$ cat src/alfc_defines.svh
`ifndef ALFC_DEFINES_SVH
`define ALFC_DEFINES_SVH

// ----------------------------------------------------------------
// register offsets
// ----------------------------------------------------------------
`define ALFC_OFF_ABSENT 8'h83
`define ALFC_OFF_OFFSET 8'h84
`define ALFC_OFF_ID_HI 8'h86
`define ALFC_OFF_ID_LO 8'h87
`define ALFC_OFF_CTRL 8'h88

// ----------------------------------------------------------------
// field positions
// ----------------------------------------------------------------
`define ALFC_BIT_IN2_ABSENT 2
`define ALFC_BIT_IN1_ABSENT 1
`define ALFC_BIT_REF_ABSENT 0
`define ALFC_BIT_IN2_OFFSET 3
`define ALFC_BIT_IN1_OFFSET 2
`define ALFC_BIT_UNLOCK 1
`define ALFC_BIT_SOFT_RESET 7
`define ALFC_BIT_CALIBRATE 6
`define ALFC_ID_HI_MSB 11
`define ALFC_ID_HI_LSB 4
`define ALFC_ID_LO_MSB 3
`define ALFC_ID_LO_LSB 0

// ----------------------------------------------------------------
// implemented bits and reset values
// ----------------------------------------------------------------
`define ALFC_ABSENT_BITS 8'h07
`define ALFC_OFFSET_BITS 8'h0e
`define ALFC_BYTE_ZERO 8'h00
`define ALFC_BW_RESET 4'h0
`define ALFC_RATE_RESET 3'h0

// ----------------------------------------------------------------
// timing
// ----------------------------------------------------------------
`define ALFC_SOFT_RESET_WAIT_MS 10
`define ALFC_CLK_KHZ 125000
`define ALFC_HOLD_W 21

`endif

$ cat src/alfc_pkg.sv
package alfc_pkg;

  typedef logic [7:0] alfc_byte_t;

  // host sequencer states
  typedef enum logic [1:0] {
    ALFC_H_IDLE = 2'b00,
    ALFC_H_BUSY = 2'b01,
    ALFC_H_HOLD = 2'b10
  } alfc_hstate_t;

endpackage

$ cat src/alfc_if.sv
`timescale 1ns/1ps
`default_nettype none

// register port between host and device, plus the interrupt pin
interface alfc_if;
  import alfc_pkg::*;

  logic req;
  logic we;
  alfc_byte_t addr;
  alfc_byte_t wdata;
  logic ack;
  alfc_byte_t rdata;
  logic irq;

  modport dev (
    input req,
    input we,
    input addr,
    input wdata,
    output ack,
    output rdata,
    output irq
  );

  modport host (
    output req,
    output we,
    output addr,
    output wdata,
    input ack,
    input rdata,
    input irq
  );

endinterface

`default_nettype wire

$ cat src/alfc_device.sv
`timescale 1ns/1ps
`default_nettype none
`include "alfc_defines.svh"

// What this block does
// - input-two absence flag latches, held until cleared
// - input-one absence flag latches, held until cleared
// - reference absence flag latches, held until cleared
// - input-two offset flag latches, held until cleared
// - input-one offset flag latches, held until cleared
// - unlock flag latches while PLL unlocked
// - writing zero clears a flag bit
// - interrupt when unmasked flag set and enabled
// - per-flag mask blocks interrupt, flag stays readable
// - part identifier split across two registers
// - revision number in low nibble
// - soft reset bit resets all logic
// - host waits 10 ms after soft reset
// - calibrate bit starts calibration, self-clears
// - calibration done when unlock alarm low
// - host needs stable input clock first
// - config changes apply only at calibration
// - host must run calibration before use
// - live input-two absence alarm drives flag
module alfc_device #(
  parameter logic [11:0] PART_ID = 12'h5a3, // arbitrary value
  parameter logic [3:0] REV_ID = 4'hb // arbitrary value
) (
  // clock and reset
  input wire logic clk,
  input wire logic sys_rst,
  // register port and interrupt pin
  alfc_if.dev port,
  // live alarms from the monitors
  input wire logic in2_absent_live,
  input wire logic in1_absent_live,
  input wire logic ref_absent_live,
  input wire logic in2_offset_live,
  input wire logic in1_offset_live,
  input wire logic unlock_live,
  // interrupt masks and pin enable
  input wire logic in2_absent_mask,
  input wire logic in1_absent_mask,
  input wire logic ref_absent_mask,
  input wire logic in2_offset_mask,
  input wire logic in1_offset_mask,
  input wire logic unlock_mask,
  input wire logic int_pin_enable,
  // pending configuration
  input wire logic [3:0] loop_bandwidth_select,
  input wire logic [2:0] input_rate_select,
  // calibration and reset toward the PLL
  output logic cal_start_r,
  output logic calibrating_r,
  output logic [3:0] bandwidth_active_r,
  output logic [2:0] rate_active_r,
  output logic logic_reset_r
);
  import alfc_pkg::*;

  // ----------------------------------------------------------------
  // reset
  // ----------------------------------------------------------------
  logic rst_all;
  logic ack_r;
  logic irq_r;
  alfc_byte_t rdata_r;
  alfc_byte_t absent_r;
  alfc_byte_t offset_r;

  // soft reset acts just like the pin for one cycle
  assign rst_all = sys_rst | logic_reset_r;

  // ----------------------------------------------------------------
  // access decode
  // ----------------------------------------------------------------
  logic take;
  logic wr;
  logic wr_absent;
  logic wr_offset;
  logic wr_ctrl;
  logic soft_wr;
  logic cal_wr;

  // a held request is taken once, the cycle before ack
  assign take = port.req & ~ack_r;
  assign wr = take & port.we;
  assign wr_absent = wr & (port.addr == `ALFC_OFF_ABSENT);
  assign wr_offset = wr & (port.addr == `ALFC_OFF_OFFSET);
  assign wr_ctrl = wr & (port.addr == `ALFC_OFF_CTRL);
  assign soft_wr = wr_ctrl & port.wdata[`ALFC_BIT_SOFT_RESET];
  // reset wins over a calibrate in the same write
  assign cal_wr = wr_ctrl & port.wdata[`ALFC_BIT_CALIBRATE] & ~soft_wr;

  // ----------------------------------------------------------------
  // sticky flags
  // ----------------------------------------------------------------
  alfc_byte_t absent_live;
  alfc_byte_t offset_live;
  alfc_byte_t absent_clr;
  alfc_byte_t offset_clr;
  alfc_byte_t absent_nxt;
  alfc_byte_t offset_nxt;

  always_comb begin
    absent_live = `ALFC_BYTE_ZERO;
    offset_live = `ALFC_BYTE_ZERO;
    absent_live[`ALFC_BIT_IN2_ABSENT] = in2_absent_live;
    absent_live[`ALFC_BIT_IN1_ABSENT] = in1_absent_live;
    absent_live[`ALFC_BIT_REF_ABSENT] = ref_absent_live;
    offset_live[`ALFC_BIT_IN2_OFFSET] = in2_offset_live;
    offset_live[`ALFC_BIT_IN1_OFFSET] = in1_offset_live;
    offset_live[`ALFC_BIT_UNLOCK] = unlock_live;
  end

  // a zero written clears; ones leave the bit alone
  assign absent_clr = wr_absent ? ~port.wdata : `ALFC_BYTE_ZERO;
  assign offset_clr = wr_offset ? ~port.wdata : `ALFC_BYTE_ZERO;

  // live alarm ORed last so an event never loses to a clear
  assign absent_nxt = (absent_live | (absent_r & ~absent_clr))
                      & `ALFC_ABSENT_BITS;
  assign offset_nxt = (offset_live | (offset_r & ~offset_clr))
                      & `ALFC_OFFSET_BITS;

  always_ff @(posedge clk) begin
    if (rst_all) begin
      absent_r <= `ALFC_BYTE_ZERO;
      offset_r <= `ALFC_BYTE_ZERO;
    end else begin
      absent_r <= absent_nxt;
      offset_r <= offset_nxt;
    end
  end

  // ----------------------------------------------------------------
  // interrupt
  // ----------------------------------------------------------------
  alfc_byte_t absent_msk;
  alfc_byte_t offset_msk;

  always_comb begin
    absent_msk = `ALFC_BYTE_ZERO;
    offset_msk = `ALFC_BYTE_ZERO;
    absent_msk[`ALFC_BIT_IN2_ABSENT] = in2_absent_mask;
    absent_msk[`ALFC_BIT_IN1_ABSENT] = in1_absent_mask;
    absent_msk[`ALFC_BIT_REF_ABSENT] = ref_absent_mask;
    offset_msk[`ALFC_BIT_IN2_OFFSET] = in2_offset_mask;
    offset_msk[`ALFC_BIT_IN1_OFFSET] = in1_offset_mask;
    offset_msk[`ALFC_BIT_UNLOCK] = unlock_mask;
  end

  // pin follows the stored flags, one cycle behind them
  always_ff @(posedge clk) begin
    if (rst_all) begin
      irq_r <= 1'b0;
    end else begin
      irq_r <= int_pin_enable & (|(absent_r & ~absent_msk) |
                                 |(offset_r & ~offset_msk));
    end
  end

  assign port.irq = irq_r;

  // ----------------------------------------------------------------
  // read path and acknowledge
  // ----------------------------------------------------------------
  alfc_byte_t rd_mux;

  always_comb begin
    rd_mux = `ALFC_BYTE_ZERO;
    unique case (port.addr)
      `ALFC_OFF_ABSENT: rd_mux = absent_r;
      `ALFC_OFF_OFFSET: rd_mux = offset_r;
      `ALFC_OFF_ID_HI: rd_mux = PART_ID[`ALFC_ID_HI_MSB:`ALFC_ID_HI_LSB];
      `ALFC_OFF_ID_LO: rd_mux = {PART_ID[`ALFC_ID_LO_MSB:`ALFC_ID_LO_LSB],
                                 REV_ID};
      // both control bits clear themselves, so they read zero
      default: rd_mux = `ALFC_BYTE_ZERO;
    endcase
  end

  always_ff @(posedge clk) begin
    if (rst_all) begin
      ack_r <= 1'b0;
      rdata_r <= `ALFC_BYTE_ZERO;
    end else begin
      ack_r <= take;
      if (take) begin
        rdata_r <= port.we ? `ALFC_BYTE_ZERO : rd_mux;
      end
    end
  end

  assign port.ack = ack_r;
  assign port.rdata = rdata_r;

  // ----------------------------------------------------------------
  // soft reset
  // ----------------------------------------------------------------
  // one cycle is enough here: every other flop shares the same reset term
  always_ff @(posedge clk) begin
    if (sys_rst) begin
      logic_reset_r <= 1'b0;
    end else if (logic_reset_r) begin
      logic_reset_r <= 1'b0;
    end else begin
      logic_reset_r <= soft_wr;
    end
  end

  // ----------------------------------------------------------------
  // calibration
  // ----------------------------------------------------------------
  always_ff @(posedge clk) begin
    if (rst_all) begin
      cal_start_r <= 1'b0;
    end else begin
      cal_start_r <= cal_wr;
    end
  end

  // busy ends once the unlock alarm reads low after the start
  always_ff @(posedge clk) begin
    if (rst_all) begin
      calibrating_r <= 1'b0;
    end else if (cal_wr) begin
      calibrating_r <= 1'b1;
    end else if (~unlock_live) begin
      calibrating_r <= 1'b0;
    end
  end

  // new settings reach the PLL only when a calibration begins
  always_ff @(posedge clk) begin
    if (rst_all) begin
      bandwidth_active_r <= `ALFC_BW_RESET;
      rate_active_r <= `ALFC_RATE_RESET;
    end else if (cal_wr) begin
      bandwidth_active_r <= loop_bandwidth_select;
      rate_active_r <= input_rate_select;
    end
  end

endmodule

`default_nettype wire

$ cat src/flat_wrapper.sv
// flat-port wrapper written by rule: the top's interface ports become plain ports
module alfc_device_flat import alfc_pkg::*;
#(
  parameter logic [11:0] PART_ID = 12'h5a3,                   
  parameter logic [3:0] REV_ID = 4'hb                   
)
  (clk, sys_rst, in2_absent_live, in1_absent_live, ref_absent_live, in2_offset_live, in1_offset_live, unlock_live, in2_absent_mask, in1_absent_mask, ref_absent_mask, in2_offset_mask, in1_offset_mask, unlock_mask, int_pin_enable, loop_bandwidth_select, input_rate_select, cal_start_r, calibrating_r, bandwidth_active_r, rate_active_r, logic_reset_r, port_req, port_we, port_addr, port_wdata, port_ack, port_rdata, port_irq);
  alfc_if port_i ();
  input wire logic clk;
  input wire logic sys_rst;
  input wire logic in2_absent_live;
  input wire logic in1_absent_live;
  input wire logic ref_absent_live;
  input wire logic in2_offset_live;
  input wire logic in1_offset_live;
  input wire logic unlock_live;
  input wire logic in2_absent_mask;
  input wire logic in1_absent_mask;
  input wire logic ref_absent_mask;
  input wire logic in2_offset_mask;
  input wire logic in1_offset_mask;
  input wire logic unlock_mask;
  input wire logic int_pin_enable;
  input wire logic [3:0] loop_bandwidth_select;
  input wire logic [2:0] input_rate_select;
  output logic cal_start_r;
  output logic calibrating_r;
  output logic [3:0] bandwidth_active_r;
  output logic [2:0] rate_active_r;
  output logic logic_reset_r;
  input wire logic [$bits(port_i.req)-1:0] port_req;
  input wire logic [$bits(port_i.we)-1:0] port_we;
  input wire logic [$bits(port_i.addr)-1:0] port_addr;
  input wire logic [$bits(port_i.wdata)-1:0] port_wdata;
  output wire logic [$bits(port_i.ack)-1:0] port_ack;
  output wire logic [$bits(port_i.rdata)-1:0] port_rdata;
  output wire logic [$bits(port_i.irq)-1:0] port_irq;
  assign port_i.req = port_req;
  assign port_i.we = port_we;
  assign port_i.addr = port_addr;
  assign port_i.wdata = port_wdata;
  assign port_ack = port_i.ack;
  assign port_rdata = port_i.rdata;
  assign port_irq = port_i.irq;
  alfc_device #(.PART_ID(PART_ID), .REV_ID(REV_ID)) u_core (.clk(clk), .sys_rst(sys_rst), .port(port_i), .in2_absent_live(in2_absent_live), .in1_absent_live(in1_absent_live), .ref_absent_live(ref_absent_live), .in2_offset_live(in2_offset_live), .in1_offset_live(in1_offset_live), .unlock_live(unlock_live), .in2_absent_mask(in2_absent_mask), .in1_absent_mask(in1_absent_mask), .ref_absent_mask(ref_absent_mask), .in2_offset_mask(in2_offset_mask), .in1_offset_mask(in1_offset_mask), .unlock_mask(unlock_mask), .int_pin_enable(int_pin_enable), .loop_bandwidth_select(loop_bandwidth_select), .input_rate_select(input_rate_select), .cal_start_r(cal_start_r), .calibrating_r(calibrating_r), .bandwidth_active_r(bandwidth_active_r), .rate_active_r(rate_active_r), .logic_reset_r(logic_reset_r));
endmodule
$ cat config.mk
export PLATFORM = sky130hd
export DESIGN_NAME = alfc_device_flat
export DESIGN_NICKNAME = d
export VERILOG_FILES = /design/src/alfc_pkg.sv /design/src/alfc_if.sv /design/src/alfc_device.sv /design/src/flat_wrapper.sv
export VERILOG_INCLUDE_DIRS = /design/src /design/src/src
export SDC_FILE = /design/constraint.sdc
export NUM_CORES = 1
export LEC_CHECK = 0
export ABC_CLOCK_PERIOD_IN_PS = 1600
export BUFFER_PORTS_ARGS = -buffer_cell sky130_fd_sc_hd__buf_2
export CORE_MARGIN = 3
export CORE_UTILIZATION = 39
export CTS_CLUSTER_DIAMETER = 30
export CTS_CLUSTER_SIZE = 30
export DETAILED_ROUTE_END_ITERATION = 12
export PLACE_DENSITY = 0.75
export SYNTH_ARGS = -nofsm -noshare
export SYNTH_HDL_FRONTEND = slang
export SYNTH_SLANG_ARGS = --single-unit
$ cat constraint.sdc
create_clock -name clk -period 1.6 [get_ports clk]
set_input_delay 0.16 -clock clk [delete_from_list [all_inputs] [get_ports clk]]
set_output_delay 0.16 -clock clk [all_outputs]
set_load 0.02 [all_outputs]
### Yosys cells after proc, flatten, opt, wreduce, memory -nomap -nowiden

Index checks and enable logic that the tools add are counted.

| word-level totals | value |
|---|---|
| register bits | 26 |
| input bits | 40 |
| output and inout port bits | 20 |
| logic and storage cells | 49 |

| operators by class | value |
|---|---|
| equality and inequality tests | 6 |
| mux-type cells | 6 |
| bitwise logic cells | 24 |
| reductions and logical operators | 3 |

Operators by type and width:

| kind | count |
|---|---|
| == test 8 bit (second input constant) | 5 |
| case mux 7 bit (4 select lines) | 1 |
| OR reduction 8 bit | 2 |
| bitwise AND 1 bit | 9 |
| bitwise AND 3 x 8 -> 8 bit | 1 |
| bitwise AND 4 x 8 -> 8 bit | 1 |
| 2-to-1 mux 8 bit | 1 |
| inverter 3 -> 8 bit | 1 |
| inverter 4 bit | 2 |
| inverter 4 -> 8 bit | 1 |
| bitwise AND 4 bit | 1 |
| 2-to-1 mux 4 bit | 1 |
| OR 4 bit | 1 |
| bitwise AND 3 bit | 1 |
| 2-to-1 mux 3 bit | 1 |
| inverter 3 bit | 1 |
| OR 3 bit | 1 |
| 2-to-1 mux 1 bit | 2 |
| inequality test 2 x 1 -> 1 bit (second input constant) | 1 |
| inverter 1 bit | 2 |
| OR 1 bit | 2 |
| OR reduction 2 bit | 1 |

### Longest topological paths before layout

| logic depth | value |
|---|---|
| depth in word-level cells | 8 |
| depth in mapped cells | 5 |
| gate-level depth less buffers | 4 |

### Worst setup path after synthesis

OpenSTA, ideal clock, no wires.

| path | value |
|---|---|
| path type | input -> register |
| from | in port_addr[5] |
| to | reg u_core.absent_r[0] |
| setup time | 0.132 ns |
| data arrival time | 1.476 ns |
| required time | 1.468 ns |
| slack | -0.008 ns |
| stages | 4 |
| path buffers | 0 |
| path through | or4b_4 or4_4 o31ai_1 a21oi_1 |

| on the way | value |
|---|---|
| longest elaborated chain between the ends | 6 |

Ends and longest elaborated chain:

| item | RTL line | text |
|---|---|---|
| start, declared | flat_wrapper.sv:33 | `input wire logic [$bits(port_i.addr)-1:0] port_addr;` |
| == test 8 bit (no line) | -- |  |
| bitwise AND 1 bit | alfc_device.sv:88 | `` assign wr_absent = wr & (port.addr == `ALFC_OFF_ABSENT); `` |
| 2-to-1 mux 3 bit (no line) | -- |  |
| inverter 3 bit | alfc_device.sv:121 | `assign absent_nxt = (absent_live \| (absent_r & ~absent_clr))` |
| bitwise AND 3 bit | alfc_device.sv:121 |  |
| OR 3 bit | alfc_device.sv:121 |  |
| end signal, assigned | alfc_device.sv:128 | `` absent_r <= `ALFC_BYTE_ZERO; `` |
| end signal, assigned | alfc_device.sv:131 | `absent_r <= absent_nxt;` |
| end, declared | alfc_device.sv:68 | `alfc_byte_t absent_r;` |

No other way between the ends.
A chain may end at the register's enable or synchronous reset.

### Worst setup path after layout

| path | value |
|---|---|
| from | in port_addr[5] |
| to | reg u_core.offset_r[2] |

| on the way | value |
|---|---|
| longest elaborated chain between the ends | 6 |

Ends and longest elaborated chain:

| item | RTL line | text |
|---|---|---|
| == test 8 bit (no line) | -- |  |
| bitwise AND 1 bit | alfc_device.sv:89 | `` assign wr_offset = wr & (port.addr == `ALFC_OFF_OFFSET); `` |
| 2-to-1 mux 4 bit (no line) | -- |  |
| inverter 4 bit | alfc_device.sv:123 | `assign offset_nxt = (offset_live \| (offset_r & ~offset_clr))` |
| bitwise AND 4 bit | alfc_device.sv:123 |  |
| OR 4 bit | alfc_device.sv:123 |  |
| end signal, assigned | alfc_device.sv:129 | `` offset_r <= `ALFC_BYTE_ZERO; `` |
| end signal, assigned | alfc_device.sv:132 | `offset_r <= offset_nxt;` |
| end, declared | alfc_device.sv:69 | `alfc_byte_t offset_r;` |

No other way between the ends.

==> impl_metrics.json <==
{
  "hpwl_mm": 2.29,
  "synth-warning-count": 0,
  "die_w_um": 58.5,
  "vias": 1094,
  "hold_buffers": 0,
  "synth-seq-cells": 25,
  "syn_nets": 163,
  "die_area_um2": 3420,
  "synth_area_leaders": "dfxtp_1 (47%), mux2i_1 (6.5%), nor2_1 (5.6%)",
  "synth_seq_area_share_pct": 46.6,
  "coreArea_um2": 2540,
  "final.period_utilization_pct": 94.5,
  "endpoint_kind": "register",
  "skew_ps": 0.293,
  "maxCapViolations": 0,
  "port_buffers": 56,
  "numCtsBuffers": 3,
  "synth_area_um2": 1070,
  "drive_gt1_share_pct": 40.1,
  "grt_setup_unrepaired": "false",
  "r2r_slack_ps": 240,
  "cts_tree": "built",
  "setup_violations": 0,
  "worst_hold_slack_ps": 70.6,
  "drt-initial-drc-count": 34,
  "final_nets": 228,
  "hold_path.class": "primary input to register",
  "cts_setup_buffers": 0,
  "synth_cell_types": 30,
  "drv_slew": 0,
  "clkTransAtPathRegs_ps": 130,
  "crit_arrival_ps": 1720,
  "period_needed_ps": 1510,
  "first_pass_iters": 4,
  "cts_sinks": 25,
  "syn_area_per_cell_um2": 8.74,
  "htreeDepth": 1,
  "final.setup.tns_ps": 0,
  "path_class": "primary input to register",
  "p_leak_uw": 0.000702,
  "drc": 0,
  "syn_inst": 123,
  "wl_per_cell_um": 13.1,
  "synth_area_leader_cell": "dfxtp_1",
  "cts_root_buf": "clkbuf_4",
  "cp_max_fo": 4,
  "ant_nets": 0,
  "antenna_found_initial": 0,
  "n_antenna_cell": 0,
  "initial_core_util_pct": 42.2,
  "post-synth-top-area-fraction_pct": 46.6,
  "clkLatencyLatePin_ps": 310,
  "hold_viol_final": 0,
  "via_per_inst": 5.04,
  "grt_pass1_vias": 1098,
  "die_h_um": 58.5,
  "ioPinCount": 60,
  "final_util_pct": 57.8,
  "power_density_nw_per_um2": 726,
  "status": "completed",
  "num_rows": 18,
  "wirelength_mm": 2.85,
  "overflow": 0,
  "syn_to_final_growth_pct": 36.8,
  "reg2reg_depth": 5,
  "track_usage_pct": 16.7,
  "ctsResizeCount": 0,
  "irDropWorstVdd_mv": 0.423,
  "cp-start-kind": "primary input",
  "cp.required_ps": 1810,
  "grt_pass1_wl_mm": 4.42,
  "clk_path_buf_depth": 2,
  "fmax_ghz": 0.661,
  "grt_max_degree": 22,
  "hold_depth": 2,
  "gp_congestion": 0.826
}
[through the flow]
stage               setup WS (ps)  std cells  cell area [um^2]  power (uW)
finish                       87.7        217              1470        1070
global route                 3.98        217              1470        1120
CTS                           105        217              1470        1070
detailed placement           -236        213              1440         806
global placement             -166        213              1440         800
floorplan                   -7.93        123              1070         722
[critical path, cell delays in order]
cell and delay [ps]:
buf_2 100, or4b_4 570, or4_4 540, o31ai_1 230
a21oi_1 110
[power breakdown]
group          total, uW  switching (uW)  internal (uW)
Clock                274             177           97.3
Sequential           645            8.26            637
Combinational        149            75.9           73.0
[flip-flops by register name, indices dropped and copies added (netlist names)]
| name | count |
|---|---|
| u_core.rate_active_r | 3 |
| u_core.port.ack | 1 |
| u_core.offset_r | 3 |
| u_core.cal_start_r | 1 |
| u_core.port.irq | 1 |
| u_core.absent_r | 3 |
| u_core.bandwidth_active_r | 4 |
| u_core.calibrating_r | 1 |
| u_core.port.rdata | 7 |
| u_core.logic_reset_r | 1 |
[cell type report]
cell class | count | area [um^2]
Inverter | 13 | 48.8
Tap cell | 30 | 37.5
Clock buffer | 4 | 26.3
Timing Repair Buffer | 66 | 355
Fill cell | 247 | 1070
Sequential cell | 25 | 500
Multi-Input combinational cell | 79 | 502
[synthesized netlist by cell type (all sizes together)]
| library cell | instances |
|---|---|
| dfxtp | 25 |
| nor2 | 16 |
| inv | 13 |
| nand2 | 11 |
| a21oi | 10 |
| mux2i | 7 |
| o31ai | 7 |
| clkbuf | 4 |
| nor4b | 3 |
| o21ai | 3 |
| o22ai | 3 |
| or4 | 3 |
| buf | 2 |
| nand2b | 2 |
| or4b | 2 |
| a2111o | 1 |
| a2bb2oi | 1 |
| a32oi | 1 |
| and2 | 1 |
| and4 | 1 |
| conb | 1 |
| nand3 | 1 |
| nand3b | 1 |
| nor2b | 1 |
| o22a | 1 |
| o311a | 1 |
| or2 | 1 |
[final timing paths]
kind                                                    end                               from
setup / recovery              u_core.offset_r[2]$_SDFF_PP0_                       port_addr[5]
hold / removal                   u_core.port.irq$_SDFF_PP0_                     int_pin_enable
setup reg to reg  u_core.bandwidth_active_r[2]$_SDFFE_PP0P_         u_core.port.ack$_SDFF_PP0_
hold reg to reg           u_core.port.rdata[2]$_SDFFE_PP0N_  u_core.port.rdata[2]$_SDFFE_PP0N_
[kinds of logic after synthesis]
family	synth area share (%)
AO/OA/AOI/OAI	17.5
buffers and inverters	7.33
flip-flops	46.6
multiplexers	6.52
other	0.349
AND/OR/NAND/NOR	21.8
[placed cells by master, fill, tap and decap left out, types with 2 or more instances in the layout]
master / n
clkbuf_4: 3
nor4b_1: 2
or4_4: 2
nand2b_1: 2
a21oi_1: 10
o22ai_1: 3
mux2i_1: 7
nor2_1: 16
buf_4: 10
o31ai_1: 7
buf_2: 56
dfxtp_1: 25
inv_1: 13
o21ai_0: 2
nand2_1: 11
[per-layer routing]
| layer | routed length [um] | GRT usage [%] |
|---|---|---|
| met3 | 194 | 2.41 |
| met5 | 0 | 0 |
| met1 | 1170 | 19.5 |
| met4 | 21 | 6.95 |
| met2 | 1470 | 30.1 |
No activity file was read; power rests on OpenSTA's default activity.
